===== src/rtl/cbl_defines.vh =====
// Constants for the CCD digitizer black-level control block
`ifndef CBL_DEFINES_VH
`define CBL_DEFINES_VH

// Register byte addresses
`define CBL_ADDR_CTRL        8'h00
`define CBL_ADDR_GAIN        8'h04
`define CBL_ADDR_TARGET      8'h08
`define CBL_ADDR_CAL         8'h0c
`define CBL_ADDR_RESET       8'h10
`define CBL_ADDR_COARSE      8'h14
`define CBL_ADDR_FINE        8'h18
`define CBL_ADDR_AVERAGE     8'h1c

// Control register fields
`define CBL_CTRL_BYPASS      0
`define CBL_CTRL_CONV_POL    1
`define CBL_CTRL_DRIVE_GATE  2
`define CBL_CTRL_REDUCED     3
`define CBL_CTRL_CONV_DIRECT 4
`define CBL_CTRL_SLEEP       5
`define CBL_CTRL_DAC0_OFF    6
`define CBL_CTRL_DAC1_OFF    7
`define CBL_CTRL_FE_OFF      8
`define CBL_CTRL_CONV_OFF    9
`define CBL_CTRL_W           10

// Calibration register fields
`define CBL_CAL_AVG_LSB      0
`define CBL_CAL_AVG_MSB      2
`define CBL_CAL_HOLD         3

// Reset values
`define CBL_CTRL_RESET       10'h004
`define CBL_GAIN_RESET       10'h000
`define CBL_TARGET_RESET     8'h00
`define CBL_AVG_RESET        3'h5
`define CBL_HOLD_RESET       1'h0

// Gain code saturation point
`define CBL_GAIN_SAT         10'h300
// Clipper ceiling for calibration samples
`define CBL_CLIP_MAX         12'h1ff

// Software reset pulse length
`define CBL_SWRST_NS         10
`define CBL_CLK_NS           50
`define CBL_SWRST_CYC        (((`CBL_SWRST_NS / `CBL_CLK_NS) < 1) ? 1 : (`CBL_SWRST_NS / `CBL_CLK_NS))

`endif


===== src/rtl/cbl_control.v =====
// Control, reset and black-level calibration logic of the CCD digitizer
`timescale 1ns/100ps
`default_nettype none
`include "cbl_defines.vh"

module cbl_control #(
  parameter COARSE_W = 9,
  parameter FINE_W   = 10
) (
  input  wire                sys_clk,
  input  wire                reset_n,
  input  wire                psel,
  input  wire                penable,
  input  wire                pwrite,
  input  wire [7:0]          paddr,
  input  wire [31:0]         pwdata,
  output wire                pready,
  output reg  [31:0]         prdata,
  output reg                 pslverr,
  input  wire                sleep_pin,
  input  wire                output_enable_pin,
  input  wire                reset_pin,
  input  wire                restore_window,
  input  wire                black_window,
  input  wire                black_sample_strobe,
  input  wire                video_sample_strobe,
  input  wire                converter_clock,
  input  wire [11:0]         adc_data,
  input  wire                adc_over,
  input  wire                adc_valid,
  output reg  [9:0]          gain_step,
  output reg                 restore_switch,
  output reg                 sample_black_switch,
  output reg                 sampler_to_amp_en,
  output reg                 test_pins_to_amp_en,
  output reg                 conv_direct_en,
  output reg                 converter_track,
  output reg                 reduced_resolution_bit,
  output reg                 analog_power_en,
  output reg                 front_end_power_en,
  output reg                 converter_power_en,
  output reg                 aux_dac_zero_power_en,
  output reg                 aux_dac_one_power_en,
  output reg  [11:0]         result_bus,
  output reg                 range_flag,
  output reg                 result_bus_oe,
  output reg  [COARSE_W-1:0] coarse_dac,
  output reg  [FINE_W-1:0]   fine_dac
);

  localparam [FINE_W-1:0]   FINE_MID   = {1'b1, {(FINE_W-1){1'b0}}};
  localparam [FINE_W-1:0]   FINE_MAX   = {FINE_W{1'b1}};
  localparam [COARSE_W-1:0] COARSE_MID = {1'b1, {(COARSE_W-1){1'b0}}};
  localparam [COARSE_W-1:0] COARSE_MAX = {COARSE_W{1'b1}};
  localparam                SWRST_CYC_I = `CBL_SWRST_CYC;
  localparam [3:0]          SWRST_CYC   = SWRST_CYC_I[3:0];

  // Pin synchronisers: sleep, oe, reset, restore, black win, blk, vid, conv clk
  wire [7:0] pin_raw;
  reg  [7:0] pin_meta_q;
  reg  [7:0] pin_sync_q;

  assign pin_raw = {converter_clock, video_sample_strobe, black_sample_strobe,
                    black_window, restore_window, reset_pin, output_enable_pin,
                    sleep_pin};

  genvar gi;
  generate
    for (gi = 0; gi < 8; gi = gi + 1) begin : g_pin_sync
      always @(posedge sys_clk) begin
        if (!reset_n) begin
          pin_meta_q[gi] <= 1'b0;
          pin_sync_q[gi] <= 1'b0;
        end else begin
          pin_meta_q[gi] <= pin_raw[gi];
          pin_sync_q[gi] <= pin_meta_q[gi];
        end
      end
    end
  endgenerate

  wire sleep_s   = pin_sync_q[0];
  wire oe_pin_s  = pin_sync_q[1];
  wire rstpin_s  = pin_sync_q[2];
  wire restore_s = pin_sync_q[3];
  wire blkwin_s  = pin_sync_q[4];
  wire blk_s     = pin_sync_q[5];
  wire vid_s     = pin_sync_q[6];
  wire cclk_s    = pin_sync_q[7];

  // Software reset pulse
  reg  [3:0] swrst_cnt_q;
  reg  [3:0] swrst_cnt_d;
  wire       swrst_active = (swrst_cnt_q != 4'h0);
  wire       chip_rst     = !reset_n || rstpin_s || swrst_active;

  wire wr_en = psel && penable && pwrite;
  wire rd_en = psel && penable && !pwrite;

  always @* begin
    swrst_cnt_d = swrst_cnt_q;
    if (swrst_active)
      swrst_cnt_d = swrst_cnt_q - 4'h1;
    else if (wr_en && paddr == `CBL_ADDR_RESET && pwdata[0])
      swrst_cnt_d = SWRST_CYC;
  end

  always @(posedge sys_clk) begin
    if (!reset_n)
      swrst_cnt_q <= 4'h0;
    else
      swrst_cnt_q <= swrst_cnt_d;
  end

  // Configuration registers
  reg [`CBL_CTRL_W-1:0] ctrl_q;
  reg [9:0]             gain_q;
  reg [7:0]             black_target_code;
  reg [2:0]             avg_code_q;
  reg                   hold_bit_q;

  always @(posedge sys_clk) begin
    if (chip_rst) begin
      ctrl_q            <= `CBL_CTRL_RESET;
      gain_q            <= `CBL_GAIN_RESET;
      black_target_code <= `CBL_TARGET_RESET;
      avg_code_q        <= `CBL_AVG_RESET;
      hold_bit_q        <= `CBL_HOLD_RESET;
    end else if (wr_en) begin
      if (paddr == `CBL_ADDR_CTRL) begin
        ctrl_q <= pwdata[`CBL_CTRL_W-1:0];
      end else if (paddr == `CBL_ADDR_GAIN) begin
        gain_q <= pwdata[9:0];
      end else if (paddr == `CBL_ADDR_TARGET) begin
        black_target_code <= pwdata[7:0];
      end else if (paddr == `CBL_ADDR_CAL) begin
        avg_code_q <= pwdata[`CBL_CAL_AVG_MSB:`CBL_CAL_AVG_LSB];
        hold_bit_q <= pwdata[`CBL_CAL_HOLD];
      end
    end
  end

  wire bypass_sampler_bit         = ctrl_q[`CBL_CTRL_BYPASS];
  wire converter_edge_polarity    = ctrl_q[`CBL_CTRL_CONV_POL];
  wire drive_gate_bit             = ctrl_q[`CBL_CTRL_DRIVE_GATE];
  wire reduced_res                = ctrl_q[`CBL_CTRL_REDUCED];
  wire converter_direct_input_bit = ctrl_q[`CBL_CTRL_CONV_DIRECT];
  wire sleep_bit                  = ctrl_q[`CBL_CTRL_SLEEP];
  wire aux_dac_zero_off           = ctrl_q[`CBL_CTRL_DAC0_OFF];
  wire aux_dac_one_off            = ctrl_q[`CBL_CTRL_DAC1_OFF];
  wire front_end_off              = ctrl_q[`CBL_CTRL_FE_OFF];
  wire converter_off              = ctrl_q[`CBL_CTRL_CONV_OFF];

  // Power-down only gates functions; no register is cleared by it
  wire powerdown = sleep_s || sleep_bit;
  wire cal_hold  = hold_bit_q || reduced_res || powerdown;

  // Gain clamp and sampling switches
  always @(posedge sys_clk) begin
    if (chip_rst) begin
      gain_step           <= 10'h000;
      restore_switch      <= 1'b0;
      sample_black_switch <= 1'b0;
    end else begin
      gain_step           <= (gain_q >= `CBL_GAIN_SAT) ? `CBL_GAIN_SAT : gain_q;
      restore_switch      <= restore_s && vid_s;
      sample_black_switch <= blk_s;
    end
  end

  // Signal path steering; direct converter input wins over bypass
  always @(posedge sys_clk) begin
    if (chip_rst) begin
      sampler_to_amp_en      <= 1'b0;
      test_pins_to_amp_en    <= 1'b0;
      conv_direct_en         <= 1'b0;
      converter_track        <= 1'b0;
      reduced_resolution_bit <= 1'b0;
    end else begin
      sampler_to_amp_en      <= !bypass_sampler_bit && !converter_direct_input_bit;
      test_pins_to_amp_en    <= bypass_sampler_bit && !converter_direct_input_bit;
      conv_direct_en         <= converter_direct_input_bit;
      converter_track        <= cclk_s ^ converter_edge_polarity;
      reduced_resolution_bit <= reduced_res;
    end
  end

  // Section power enables
  always @(posedge sys_clk) begin
    if (chip_rst) begin
      analog_power_en       <= 1'b0;
      front_end_power_en    <= 1'b0;
      converter_power_en    <= 1'b0;
      aux_dac_zero_power_en <= 1'b0;
      aux_dac_one_power_en  <= 1'b0;
    end else begin
      analog_power_en       <= !powerdown;
      front_end_power_en    <= !powerdown && !front_end_off;
      converter_power_en    <= !powerdown && !converter_off;
      aux_dac_zero_power_en <= !powerdown && !aux_dac_zero_off;
      aux_dac_one_power_en  <= !powerdown && !aux_dac_one_off;
    end
  end

  // Result bus: same one-cycle latency in both resolutions
  always @(posedge sys_clk) begin
    if (chip_rst) begin
      result_bus <= 12'h000;
      range_flag <= 1'b0;
    end else if (adc_valid) begin
      result_bus <= reduced_res ? {adc_data[11:6], 6'h00} : adc_data;
      range_flag <= adc_over;
    end
  end

  // Drivers only; nothing else sees the gate
  always @(posedge sys_clk) begin
    if (chip_rst)
      result_bus_oe <= 1'b0;
    else
      result_bus_oe <= drive_gate_bit && oe_pin_s && !powerdown;
  end

  // Hot pixel clipper and averager
  wire [11:0] clipped = (adc_data > `CBL_CLIP_MAX) ? `CBL_CLIP_MAX : adc_data;
  wire        black_px = adc_valid && blkwin_s;
  wire [9:0]  avg_last = (10'h004 << avg_code_q) - 10'h001;

  reg  [17:0] acc_q;
  reg  [9:0]  cnt_q;
  reg  [8:0]  average_q;
  reg         update_q;
  reg  [17:0] acc_d;
  reg  [9:0]  cnt_d;
  reg  [8:0]  average_d;
  reg         update_d;

  wire [17:0] acc_sum = acc_q + {9'h000, clipped[8:0]};
  wire [17:0] avg_shift = acc_sum >> ({1'b0, avg_code_q} + 4'h2);

  // Averaging runs under hold too; only the coarse and fine offset accumulators freeze
  always @* begin
    acc_d     = acc_q;
    cnt_d     = cnt_q;
    average_d = average_q;
    update_d  = 1'b0;
    if (black_px) begin
      if (cnt_q >= avg_last) begin
        acc_d     = 18'h00000;
        cnt_d     = 10'h000;
        average_d = avg_shift[8:0];
        update_d  = 1'b1;
      end else begin
        acc_d = acc_sum;
        cnt_d = cnt_q + 10'h001;
      end
    end
  end

  always @(posedge sys_clk) begin
    if (chip_rst) begin
      acc_q     <= 18'h00000;
      cnt_q     <= 10'h000;
      average_q <= 9'h000;
      update_q  <= 1'b0;
    end else begin
      acc_q     <= acc_d;
      cnt_q     <= cnt_d;
      average_q <= average_d;
      update_q  <= update_d;
    end
  end

  // Offset difference and accumulators
  wire [9:0] diff = {1'b0, average_q} - {2'b00, black_target_code};
  wire       diff_pos = !diff[9] && (diff != 10'h000);
  wire       diff_neg = diff[9];

  reg [COARSE_W-1:0] coarse_d;
  reg [FINE_W-1:0]   fine_d;

  always @* begin
    coarse_d = coarse_dac;
    fine_d   = fine_dac;
    if (update_q && !cal_hold) begin
      if (diff_pos) begin
        if (fine_dac == {FINE_W{1'b0}}) begin
          fine_d = FINE_MID;
          if (coarse_dac != {COARSE_W{1'b0}})
            coarse_d = coarse_dac - 1'b1;
        end else begin
          fine_d = fine_dac - 1'b1;
        end
      end else if (diff_neg) begin
        if (fine_dac == FINE_MAX) begin
          fine_d = FINE_MID;
          if (coarse_dac != COARSE_MAX)
            coarse_d = coarse_dac + 1'b1;
        end else begin
          fine_d = fine_dac + 1'b1;
        end
      end
    end
  end

  always @(posedge sys_clk) begin
    if (chip_rst) begin
      coarse_dac <= COARSE_MID;
      fine_dac   <= FINE_MID;
    end else begin
      coarse_dac <= coarse_d;
      fine_dac   <= fine_d;
    end
  end

  // APB slave: zero wait states, error on unmapped address
  assign pready = 1'b1;

  always @* begin
    prdata  = 32'h00000000;
    pslverr = 1'b0;
    if (paddr == `CBL_ADDR_CTRL) begin
      prdata = {22'h000000, ctrl_q};
    end else if (paddr == `CBL_ADDR_GAIN) begin
      prdata = {22'h000000, gain_q};
    end else if (paddr == `CBL_ADDR_TARGET) begin
      prdata = {24'h000000, black_target_code};
    end else if (paddr == `CBL_ADDR_CAL) begin
      prdata = {28'h0000000, hold_bit_q, avg_code_q};
    end else if (paddr == `CBL_ADDR_RESET) begin
      prdata = {31'h00000000, swrst_active};
    end else if (paddr == `CBL_ADDR_COARSE) begin
      prdata = {{(32-COARSE_W){1'b0}}, coarse_dac};
    end else if (paddr == `CBL_ADDR_FINE) begin
      prdata = {{(32-FINE_W){1'b0}}, fine_dac};
    end else if (paddr == `CBL_ADDR_AVERAGE) begin
      prdata = {23'h000000, average_q};
    end else begin
      pslverr = psel && penable;
    end
    if (!rd_en)
      prdata = 32'h00000000;
  end

endmodule // cbl_control
`default_nettype wire


===== config.mk =====
export PLATFORM = sky130hd
export DESIGN_NAME = cbl_control
export DESIGN_NICKNAME = d
export VERILOG_FILES = /design/src/rtl/cbl_control.v
export VERILOG_INCLUDE_DIRS = /design/src /design/src/rtl
export SDC_FILE = /design/constraint.sdc
export NUM_CORES = 1
export LEC_CHECK = 0
export ABC_CLOCK_PERIOD_IN_PS = 7300
export BUFFER_PORTS_ARGS = -buffer_cell sky130_fd_sc_hd__buf_2
export CAP_MARGIN = 20
export CORE_ASPECT_RATIO = 0.6
export CORE_MARGIN = 2
export CORE_UTILIZATION = 49
export CTS_CLUSTER_DIAMETER = 60
export DETAILED_ROUTE_END_ITERATION = 10
export PLACE_DENSITY = 0.83
export SLEW_MARGIN = 0
export SYNTH_ARGS = -nofsm -noshare
export SYNTH_HDL_FRONTEND = slang
export SYNTH_SLANG_ARGS = --single-unit

===== constraint.sdc =====
create_clock -name sys_clk -period 7.3 [get_ports sys_clk]
set_input_delay 0 -clock sys_clk [delete_from_list [all_inputs] [get_ports sys_clk]]
set_output_delay 0 -clock sys_clk [all_outputs]
set_load 0.03 [all_outputs]

==> metrics.md <==
| Metric | Value |
|---|---|
| Worst stage delay on the critical path | `~0.57 ns` |
| Layout cells sized above 1 | `~15%` |
| Non-Filler Instances | `1,391` |
| P_int | `1.34 mW` |
| Final Instance Area | `~0.0099 mm^2` |
| Final Max Tran Viols | `0` |
| Number of routed nets with antenna violations | `0` |
| Fin nets | `1,255` |
| Drt first pass iters | `5` |
| Clk_skew | `0.0155 ns` |
| Final hold vios | `0` |
| I/O Buffers | `110` |
| CTS root buf | `clkbuf_16` |
| Initial Util | `~51%` |
| Slowest stage cell, crit path | `o31ai_4` |
| Clock power frac | `a little under half` |
| Pwr Density | `188 mW/mm^2` |
| Clock Sinks | `145` |
| Final Setup Violations | `0` |
| F_max | `approximately 190 MHz` |
| Vias/cell | `slightly above 6` |
| Worst setup path category | `flop to flop` |
| Buffer depth of the longest clock path | `2` |
| GRT overflow | `0` |
| Die width | `between 150 and 200 um` |
| Die Y | `105 um` |
| Largest net degree at the start of global routing | `57` |
| Post-synthesis async set-or-reset flop share | `0%` |
| DR iter-0 viols | `~1,200` |
| Remaining DRCs | `0` |
| Post-synthesis register bit count | `145` |
| Outcome | `completed` |
| TNS Setup | `0 ns` |
| Post-CTS sizing | `0` |
| P_sw | `525 uW` |
| Vias | `8,458` |
| Final HPWL DP | `around 17 mm` |
| Ant diodes | `0` |
| Worst Path Required | `7.61 ns` |
| DR WL/cell | `18.4 um` |
| Max-Cap Viols | `0` |
| Yosys Warn Count | `0` |
| Slew @ Worst Pin | `approximately 1.1 ns` |
| Critical path arrival | `5.50 ns` |
| EDFF count, synth | `0` |
| Largest cells by area after synthesis | `dfxtp_1, a21oi_1, ha_1` |
| Initial antenna violation count | `0` |
| H-tree depth | `4` |
| Critical Path Fanout Max | `12` |
| Ratio of final minimum period to clock period | `between 70% and 80%` |
| Hold Path Class | `primary input to flop` |
| Area delta synth->final | `18.3%` |
| Vias in the first global route | `approximately 8,000` |
| Clock transition at path regs | `about 0.070 ns` |
| Seq pwr share | `roughly 44%` |
| Startpoint Class | `flop` |
| Crit-path cells | `inv_1 > ha_1 > inv_1 > fa_1 > a21o_1 > a221oi_1 > mux2i_1 > a211o_1 > o31ai_4 > inv_2 > fa_1 > a21o_1 > a21oi_1 > o21bai_1 > a2111oi_0 > o211ai_1 > a211oi_1 > xnor2_1 > nand2_1` |
| RSZ-0062 raised after global routing | `no` |
| Crit end category | `flop` |
| Bufs and invs on worst path | `3` |
| Total GRT Usage | `between 20% and 30%` |
| Clk Latency, worst-skew pair | `about 0.43 ns` |
| Mean post-synth cell area | `roughly 8 um^2` |
| Post-DP Area | `a little under 0.009 mm^2` |
| Cell family with the largest share of critical-path delay | `compound AO/OA/AOI/OAI gates` |
| Core area | `0.0165 mm^2` |
| Seq/Total Area, Yosys | `34.7%` |
| GP Congestion | `roughly 0.94` |
| Worst vdd ir | `about 0.00016 V` |
| Commonest non-fill, non-tap cell in the layout | `dfxtp_1` |
| Sw Ratio | `28.2%` |
| Cell count after synthesis | `slightly above 1,000` |
| Std-Cell Rows | `36` |
| Minimum clock period after layout | `5.19 ns` |
| I/O pin cnt | `between 150 and 200` |
| PnR Total Power | `about 1.9 mW` |
| Slew headroom | `28.0%` |
| Top cell type's share of synthesized area | `about a third` |
| Comb pwr share | `10.1%` |
| Leading cell types in the layout, fill and taps excluded | `dfxtp_1, nor2_1, buf_2, nand2_1, a21oi_1` |
| First-pass GRT wire length | `40.7 mm` |
| Distinct cells, synth | `between 80 and 90` |
| Postcts setup bufs | `0` |
| DP Cell Count | `~1,300` |
| CTS buffer count | `17` |
| Static Leakage | `slightly above 4 nW` |
| CTS tree | `built` |
| Final wirelength | `between 20 and 30 mm` |
| Synth area leader | `dfxtp_1` |
| Cell Area, Synth | `0.00836 mm^2` |
| Die area | `about 0.018 mm^2` |
| Ys flop type | `dfxtp_1` |
[cell families after synthesis]
group / Yosys count / synth area share, %
simple gates: 424 / 24.8
compound gates: 255 / 20.3
flops: 145 / 34.7
buf+inv: 104 / 5.97
fa+ha+maj: 38 / 5.95
mux: 32 / 4.91
xor+xnor: 31 / 3.25
other cells: 2 / 0.0898
[cell type report]
| cell class | instances | area [um^2] |
|---|---|---|
| Clock buffer | 19 | 453 |
| Clock inverter | 13 | 120 |
| Fill cell | 1380 | 6590 |
| Inverter | 27 | 101 |
| Multi-Input combinational cell | 804 | 5040 |
| Sequential cell | 145 | 2900 |
| Tap cell | 228 | 285 |
| Timing Repair Buffer | 155 | 988 |
[through the flow]
step / hold WS, ns / utilization (%) / setup slack (ns)
6_report: 0.0532 / 60.0 / 2.11
3_5_place_dp: 0.208 / 54.2 / 2.25
5_1_grt: 0.0783 / 60.0 / 1.71
4_1_cts: 0.0504 / 59.9 / 2.18
2_1_floorplan: 0.124 / - / 2.95
3_3_place_gp: 0.204 / 54.2 / 2.32
[tightest hold or removal path, delay by kind of cell]
kind          cells  cell delay, ns
mux               1            0.16
buf+inv           1            0.22
simple gates      1            0.07
[cell usage after synthesis, drive strengths merged, types with 6 or more instances]
cell type  instances
clkbuf            40
or3               14
o21ai             43
nand3             30
and2              41
dfxtp            145
a211oi             8
nor4               9
nand4             11
nor2b             14
a2111oi            6
o22ai              6
ha                35
a21oi             89
inv               27
xnor2             17
mux4               7
xor2              14
a31oi             11
nand3b             6
buf               37
nand2            109
nor3              37
o31ai              6
mux2i             23
nor2             112
a21o              11
and3               9
a22oi             17
nand2b            15
[power groups by stage]
stage,clock network [mW],registers (mW),logic [mW]
after floorplan,0,0.839,0.113
after CTS,0.858,0.809,0.181
final,0.864,0.809,0.188
after detailed placement,0,0.827,0.164
after global placement,0,0.826,0.162
after global routing,0.899,0.810,0.201
[per-layer routing]
metal | routed length (um) | global-route usage, % | vias up
met2 | 10700 | 40.6 | 545
met1 | 11300 | 40.6 | 3961
li1 | - | - | 3891
met4 | 469 | 6.84 | 0
met3 | 3190 | 7.02 | 61
met5 | 0 | 0 | -
[state kept, by name, indices dropped and copies added, names as in the netlist, 3 cells and up]
register,count
acc_q,18
average_q,9
avg_code_q,3
black_target_code,8
cnt_q,10
coarse_dac,9
ctrl_q,10
fine_dac,10
gain_q,10
gain_step,10
pin_meta_q,8
result_bus,12
swrst_cnt_q,4
[repair_timing]
item | CTS | global route
setup endpoints to repair | 0 | 0
hold buffers | 37 | 0
hold endpoints to repair | 63 | 0
[path summary, 6_finish.rpt]
path	start	to	slack [ns]	cells after the start
worst max-delay path	average_q[0]	coarse_dac[8]	2.11	19
worst min-delay path	adc_valid	result_bus[8]	0.05	3
worst max register to register	average_q[0]	coarse_dac[8]	2.11	19
worst min register to register	blk_s	sample_black_switch	0.43	1
(Power assumes the default switching activity.)
